--- config.mk ---
export PLATFORM = sky130hd
export DESIGN_NAME = bcd_adjust_and_file_decrement
export DESIGN_NICKNAME = d
export VERILOG_FILES = /design/src/hdl/bcd_dec_pkg.sv /design/src/hdl/phase_if.sv /design/src/hdl/bcd_adjust_and_file_decrement.sv /design/src/hdl/phase_gen.sv
export SDC_FILE = /design/constraint.sdc
export NUM_CORES = 1
export LEC_CHECK = 0
export ABC_CLOCK_PERIOD_IN_PS = 3600
export BUFFER_PORTS_ARGS = -buffer_cell sky130_fd_sc_hd__buf_4
export CORE_AREA = 2 2 77 79
export DETAILED_ROUTE_END_ITERATION = 6
export DIE_AREA = 0 0 79 81
export GPL_ROUTABILITY_DRIVEN = 0
export PLACE_DENSITY = 0.77
export SLEW_MARGIN = 20
export SYNTH_ARGS = -nofsm -noshare
export SYNTH_HDL_FRONTEND = slang
export SYNTH_SLANG_ARGS = --single-unit
--- constraint.sdc ---
create_clock -name i_core_clk -period 3.6 [get_ports i_core_clk]
set_input_delay 0.36 -clock i_core_clk [delete_from_list [all_inputs] [get_ports i_core_clk]]
set_output_delay 0.36 -clock i_core_clk [all_outputs]
set_load 0.02 [all_outputs]
--- src/hdl/bcd_dec_pkg.sv ---
package bcd_dec_pkg;
  // opcode field layout
  localparam int OPC_W = 16;
  localparam logic [15:0] BCD_ADJUST_OPCODE = 16'h0007;
  localparam logic [5:0] FILE_DEC_PREFIX = 6'h01;
  localparam int PREFIX_HI = 15;
  localparam int PREFIX_LO = 10;
  localparam int DEST_BIT = 9;
  localparam int BANK_SEL_BIT = 8;
  localparam int FILE_ADDR_HI = 7;
  // nibble correction
  localparam logic [3:0] NIBBLE_MAX = 4'h9;
  localparam logic [3:0] NIBBLE_CORR = 4'h6;
  // indexed literal offset limit
  localparam logic [7:0] INDEXED_LIMIT = 8'h5f;
  // reset values, then the access bank split
  localparam logic [7:0] ACC_RESET = 8'h00;
  localparam logic [1:0] PHASE_RESET = 2'h0;
  localparam logic [3:0] BANK_PTR_RESET = 4'h0;
  localparam logic [7:0] ACCESS_BANK_HI_MARK = 8'h60;
  localparam logic [3:0] ACCESS_UPPER_BANK = 4'hf;
  localparam logic [3:0] ACCESS_LOWER_BANK = 4'h0;
  typedef enum logic [1:0] {
    OP_NONE,
    OP_BCD,
    OP_DEC
  } op_kind_t;
endpackage

--- src/hdl/phase_if.sv ---
`timescale 1ns/100ps
interface phase_if;
  logic [1:0] phase;
  logic decode_en;
  logic read_en;
  logic process_en;
  logic write_en;
  modport gen (output phase, output decode_en, output read_en, output process_en,
    output write_en);
  modport use_ph (input phase, input decode_en, input read_en, input process_en,
    input write_en);
endinterface

--- src/hdl/bcd_adjust_and_file_decrement.sv ---
`timescale 1ns/100ps
module bcd_adjust_and_file_decrement (
  // clock and reset
  input wire logic i_core_clk,
  input wire logic i_reset,
  // instruction
  input wire logic [15:0] i_opcode,
  input wire logic i_extended_en,
  input wire logic [3:0] i_bank_pointer_reg,
  // data memory
  input wire logic [7:0] i_mem_rdata,
  output logic [11:0] o_mem_addr,
  output logic o_mem_indexed,
  output logic o_mem_rd,
  output logic [7:0] o_mem_wdata,
  output logic o_mem_wr,
  // accumulator and status
  output logic [7:0] o_acc,
  output logic o_carry,
  output logic o_half_byte_wrap_bit,
  output logic o_negative,
  output logic o_signed_wrap_flag,
  output logic o_zero,
  // phase
  output logic [1:0] o_phase
);
  phase_if ph ();
  phase_gen u_phase (
    .i_core_clk(i_core_clk),
    .i_reset(i_reset),
    .ph(ph)
  );

  bcd_dec_pkg::op_kind_t op;
  bcd_dec_pkg::op_kind_t next_op;
  logic [15:0] opc;
  logic [15:0] next_opc;
  logic [7:0] operand;
  logic [7:0] next_operand;
  logic [7:0] result;
  logic [7:0] next_result;
  logic [7:0] acc;
  logic [7:0] next_acc;
  logic c, dc, n, ov, z;
  logic next_c, next_dc, next_n, next_ov, next_z;
  logic [11:0] addr;
  logic [11:0] next_addr;
  logic indexed;
  logic next_indexed;
  logic [7:0] wdata;
  logic [7:0] next_wdata;
  logic wr;
  logic next_wr;
  logic rd;

  // opcode class; anything unrecognised runs as a no-op
  function automatic bcd_dec_pkg::op_kind_t decode_op(input logic [15:0] code);
    if (code == bcd_dec_pkg::BCD_ADJUST_OPCODE) begin
      return bcd_dec_pkg::OP_BCD;
    end else if (code[bcd_dec_pkg::PREFIX_HI:bcd_dec_pkg::PREFIX_LO] ==
        bcd_dec_pkg::FILE_DEC_PREFIX) begin
      return bcd_dec_pkg::OP_DEC;
    end else begin
      return bcd_dec_pkg::OP_NONE;
    end
  endfunction

  // add the carry from below, then six when the nibble is past nine or forced;
  // bit 4 is the carry out into the next nibble
  function automatic logic [4:0] adjust_nibble(input logic [3:0] nib, input logic force_adj,
      input logic carry_in);
    logic [4:0] sum;
    sum = {1'b0, nib} + {4'h0, carry_in};
    if (nib > bcd_dec_pkg::NIBBLE_MAX || force_adj) begin
      sum = sum + {1'b0, bcd_dec_pkg::NIBBLE_CORR};
    end
    return sum;
  endfunction

  always_comb begin
    logic [7:0] fa;
    logic [4:0] lo_sum;
    logic [4:0] hi_sum;
    logic [3:0] lo_n;
    logic [3:0] hi_n;
    fa = i_opcode[bcd_dec_pkg::FILE_ADDR_HI:0];
    lo_sum = 5'h00;
    hi_sum = 5'h00;
    lo_n = 4'h0;
    hi_n = 4'h0;
    next_op = op;
    next_opc = opc;
    next_operand = operand;
    next_result = result;
    next_acc = acc;
    next_c = c;
    next_dc = dc;
    next_n = n;
    next_ov = ov;
    next_z = z;
    next_addr = addr;
    next_indexed = indexed;
    next_wdata = wdata;
    next_wr = 1'b0;
    // decode: latch the opcode and resolve the operand address
    if (ph.decode_en) begin
      next_op = decode_op(i_opcode);
      next_opc = i_opcode;
      next_indexed = 1'b0;
      if (i_opcode[bcd_dec_pkg::BANK_SEL_BIT]) begin
        next_addr = {i_bank_pointer_reg, fa};
      end else if (i_extended_en && fa <= bcd_dec_pkg::INDEXED_LIMIT) begin
        next_addr = {4'h0, fa};
        next_indexed = 1'b1;
      end else if (fa < bcd_dec_pkg::ACCESS_BANK_HI_MARK) begin
        next_addr = {bcd_dec_pkg::ACCESS_LOWER_BANK, fa};
      end else begin
        next_addr = {bcd_dec_pkg::ACCESS_UPPER_BANK, fa};
      end
    end

    // read: operand from memory for a decrement, else the accumulator
    if (ph.read_en) begin
      next_operand = (op == bcd_dec_pkg::OP_DEC) ? i_mem_rdata : acc;
    end

    // compute: bcd correction or decrement with its flags
    if (ph.process_en) begin
      if (op == bcd_dec_pkg::OP_BCD) begin
        lo_n = operand[3:0];
        hi_n = operand[7:4];
        lo_sum = adjust_nibble(lo_n, dc, 1'b0);
        hi_sum = adjust_nibble(hi_n, c, lo_sum[4]);
        if (hi_n > bcd_dec_pkg::NIBBLE_MAX || c) begin
          next_c = 1'b1;
        end
        next_result = {hi_sum[3:0], lo_sum[3:0]};
      end else if (op == bcd_dec_pkg::OP_DEC) begin
        next_result = operand - 8'h01;
        next_c = (operand != 8'h00);
        next_dc = (operand[3:0] != 4'h0);
        next_n = next_result[7];
        next_ov = (operand == 8'h80);
        next_z = (next_result == 8'h00);
      end
    end

    // write: result to the accumulator or back to the memory byte
    if (ph.write_en) begin
      if (op == bcd_dec_pkg::OP_BCD) begin
        next_acc = result;
      end else if (op == bcd_dec_pkg::OP_DEC) begin
        if (opc[bcd_dec_pkg::DEST_BIT]) begin
          next_wdata = result;
          next_wr = 1'b1;
        end else begin
          next_acc = result;
        end
      end
    end
  end

  // registers
  always_ff @(posedge i_core_clk) begin
    if (i_reset) begin
      op <= bcd_dec_pkg::OP_NONE;
      opc <= 16'h0000;
      operand <= 8'h00;
      result <= 8'h00;
      acc <= bcd_dec_pkg::ACC_RESET;
      c <= 1'b0;
      dc <= 1'b0;
      n <= 1'b0;
      ov <= 1'b0;
      z <= 1'b0;
      addr <= 12'h000;
      indexed <= 1'b0;
      wdata <= 8'h00;
      wr <= 1'b0;
    end else begin
      op <= next_op;
      opc <= next_opc;
      operand <= next_operand;
      result <= next_result;
      acc <= next_acc;
      c <= next_c;
      dc <= next_dc;
      n <= next_n;
      ov <= next_ov;
      z <= next_z;
      addr <= next_addr;
      indexed <= next_indexed;
      wdata <= next_wdata;
      wr <= next_wr;
    end
  end

  // outputs
  assign rd = ph.read_en && (op == bcd_dec_pkg::OP_DEC);
  assign o_mem_rd = rd;
  assign o_mem_addr = addr;
  assign o_mem_indexed = indexed;
  assign o_mem_wdata = wdata;
  assign o_mem_wr = wr;
  assign o_acc = acc;
  assign o_carry = c;
  assign o_half_byte_wrap_bit = dc;
  assign o_negative = n;
  assign o_signed_wrap_flag = ov;
  assign o_zero = z;
  assign o_phase = ph.phase;
endmodule

--- src/hdl/phase_gen.sv ---
`timescale 1ns/100ps
module phase_gen (
  // clock and reset
  input wire logic i_core_clk,
  input wire logic i_reset,
  // phase outputs
  phase_if.gen ph
);
  logic [1:0] phase;
  logic [1:0] next_phase;

  always_comb begin
    next_phase = phase + 2'h1;
  end

  always_ff @(posedge i_core_clk) begin
    if (i_reset) begin
      phase <= bcd_dec_pkg::PHASE_RESET;
    end else begin
      phase <= next_phase;
    end
  end

  assign ph.phase = phase;
  assign ph.decode_en = (phase == 2'h0);
  assign ph.read_en = (phase == 2'h1);
  assign ph.process_en = (phase == 2'h2);
  assign ph.write_en = (phase == 2'h3);
endmodule

==> impl_metrics.py <==
metrics = {
    "cells_and_area": {
        "diodes": 0,
        "final_util": 0.604,
        "fin_nets": 425,
        "syn_to_final_growth_pct": 19.4,
        "drive_above_1_share": 0.220,
    },
    "sta": {
        "finClkSkew_ns": 0.00548,
        "maxSlewViolCount": 0,
        "fin_crit_ns": 3.02,
        "period_share": 0.840,
        "tns_ns": 0,
        "worst_pin_slew_ns": 0.687,
        "rsz0062_at_grt": "false",
        "relSlewSlack": 0.542,
        "fin_ws_ns": 0.577,
        "setup_viol": 0,
        "hold_violations": 0,
        "fmax_mhz": 331,
    },
    "placed_design": {
        "portBuffers": 68,
        "hpwl_um": 4610,
        "place_ws_ns": 0.608,
    },
    "clock_tree": {
        "clkLatencyLatePin_ns": 0.31,
        "cts_tree": "done",
        "clock_path_buffers": 2,
        "cts_made_buffers": 5,
        "htree_levels": 2,
        "cts.sinks": 56,
        "cts_setup_buffers": 0,
        "cts_hold_buf": 0,
        "cts.clk_slew.worst_paths_ns": 0.10,
        "root_buffer": "clkbuf_8",
        "cts_resized": 0,
    },
    "die": {
        "dieHeight_um": 81,
        "dieArea_um2": 6400,
        "core-area_um2": 5680,
        "fp-row-count": 28,
        "ios": 69,
        "start_util": 0.506,
        "dieWidth_um": 79,
    },
    "logic_synthesis": {
        "yosysMostFrequentCell": "dfxtp_1",
        "netlist_top_cells_count": "dfxtp_1, nor2_1, nand2_1",
        "synthArstFlopShare": 0,
        "seq_area_frac_synth": 0.391,
        "syn_inst": 334,
        "netlist_area_um2": 2870,
        "synth_top_area_share": 0.391,
        "syn_avg_cell_area_um2": 8.59,
        "ys.flop_type": "dfxtp_1",
        "synth-edff-count": 0,
        "synth-seq-cells": 56,
        "synth_area_leaders": "dfxtp_1, mux2i_1, ha_1",
        "synth_top_area_cell": "dfxtp_1",
        "synth_cell_types": 51,
        "yosysWarnings": 0,
        "synth.net_count": 379,
    },
    "route": {
        "wl_per_cell_um": 13.6,
        "wl_um": 6200,
        "first_pass_iters": 4,
        "drcViolationCount": 0,
        "antenna_left": 0,
        "drt-initial-drc-count": 101,
        "viasPerCell": 5.38,
        "vias": 2451,
    },
    "worst_hold_path": {
        "holdCritPathClass": "primary input to flip-flop",
    },
    "power": {
        "ir_drop_mv": 0.269,
        "combPwrFrac": 0.181,
        "p_int_mw": 0.909,
        "swShare": 0.277,
        "p_per_area_nw_per_um2": 367,
        "clockPowerShare": 0.286,
        "power_frac_seq": 0.534,
        "p_switching_mw": 0.349,
        "p_leak_nw": 1.43,
        "p_total_mw": 1.26,
    },
    "critical_path": {
        "worstPathRequired_ns": 3.80,
        "critPathLaunchType": "flip-flop",
        "cpMostUsedCell": "ha_1",
        "cp_slowest_cell": "o41ai_1",
        "end_kind": "flip-flop",
        "crit_type": "flip-flop to flip-flop",
        "path_max_fanout": 6,
        "critPathArrivalTime_ns": 3.22,
        "crit_chain": "inv_1 -> ha_1 -> o21bai_1 -> a21oi_1 -> nor2_1 -> ha_1 -> ha_1 -> xnor2_1 -> ha_1 -> mux2i_1 -> o41ai_1 -> o21ai_0",
        "cpPeakStageDelay_ns": 0.40,
    },
    "job": {
        "drv_cap": 0,
    },
    "global_routing": {
        "grt_max_degree": 62,
        "antenna_found_initial": 0,
        "grt.overflow.total": 0,
        "grt_pass1_wl_um": 10300,
        "first_global_vias": 2304,
        "grtUsageTotal": 0.199,
    },
    "run_status": {
        "status": "complete, no violations",
    },
}
==> final timing paths <==
| kind | start | to | slack, ns | cells after the start |
|---|---|---|---|---|
| setup / recovery | operand[1] | result[6] | 0.58 | 12 |
| hold / removal | i_opcode[2] | opc[2] | 0.29 | 3 |
| setup reg to reg | operand[1] | result[6] | 0.58 | 12 |
| hold reg to reg | o_mem_wdata[6] | o_mem_wdata[6] | 0.46 | 2 |
==> stage by stage <==
stage / hold slack (ns) / std cells / instance area (um^2)
after CTS: 0.291 / 456 / 3430
after global placement: 0.440 / 448 / 3330
after floorplan: 0.440 / 334 / 2870
after detailed placement: 0.448 / 448 / 3330
final: 0.293 / 456 / 3430
after global routing: 0.299 / 456 / 3430
==> cells in the final DEF (no fill, tap or decap), types with 9 or more instances in the layout <==
cell	Yosys	routed
dfxtp_1	56	56
nor2_1	38	38
buf_4	8	70
a21oi_1	24	24
nand3_1	9	9
a211oi_1	10	10
mux2i_1	27	27
nand2_1	30	30
ha_1	14	14
inv_1	9	9
==> routing by layer <==
metal | share of wire | global-route usage | vias up | wire length (um)
met5 | 0 | 0 | - | 0
met4 | 0.0074 | 0.0672 | 0 | 46
met3 | 0.067 | 0.0456 | 6 | 415
met2 | 0.49 | 0.347 | 70 | 3030
met1 | 0.44 | 0.244 | 1127 | 2710
li1 | - | - | 1248 | -
==> cells by family (layout without fill, tap and decap cells) <==
family	Yosys count	count (layout)	synth area share
AND/OR/NAND/NOR	128	128	0.225
AO/OA/AOI/OAI	62	62	0.144
flip-flops	56	56	0.391
buffers and inverters	41	88	0.0671
multiplexers	27	27	0.0942
adder cells (fa/ha/maj)	14	14	0.0610
XOR/XNOR	6	6	0.0183
==> cell type report <==
| type | count | area (um^2) |
|---|---|---|
| well taps | 75 | 93.8 |
| repair buffers | 70 | 526 |
| multi-input cells | 237 | 1560 |
| inverters | 10 | 37.5 |
| clock buffers | 7 | 86.3 |
| clock inverters | 1 | 7.51 |
| flip-flops and latches | 56 | 1120 |
| fillers | 520 | 2250 |
==> registers in the layout, indices dropped and copies added (netlist names), 2 cells and up <==
register,count
opc,9
o_acc,8
o_mem_wdata,8
operand,8
result,8
o_mem_addr,4
op,2
u_phase.ph.phase,2
==> power groups by stage <==
stage          Sequential (mW)  Clock, mW  Combinational, mW
2_1_floorplan            0.679          0              0.165
3_3_place_gp             0.684          0              0.225
3_5_place_dp             0.685          0              0.229
4_1_cts                  0.671      0.366              0.229
5_1_grt                  0.676      0.389              0.252
6_report                 0.671      0.359              0.227
==> worst max-delay path, delay by kind of cell (launching register included) <==
| kind | cells | cell delay, ns |
|---|---|---|
| buffers and inverters | 1 | 0.16 |
| adder cells (fa/ha/maj) | 4 | 1.08 |
| flip-flops | 1 | 0.34 |
| AO/OA/AOI/OAI | 4 | 1.00 |
| XOR/XNOR | 1 | 0.15 |
| AND/OR/NAND/NOR | 1 | 0.11 |
| multiplexers | 1 | 0.08 |
No activity file was read; power rests on OpenSTA's default activity.
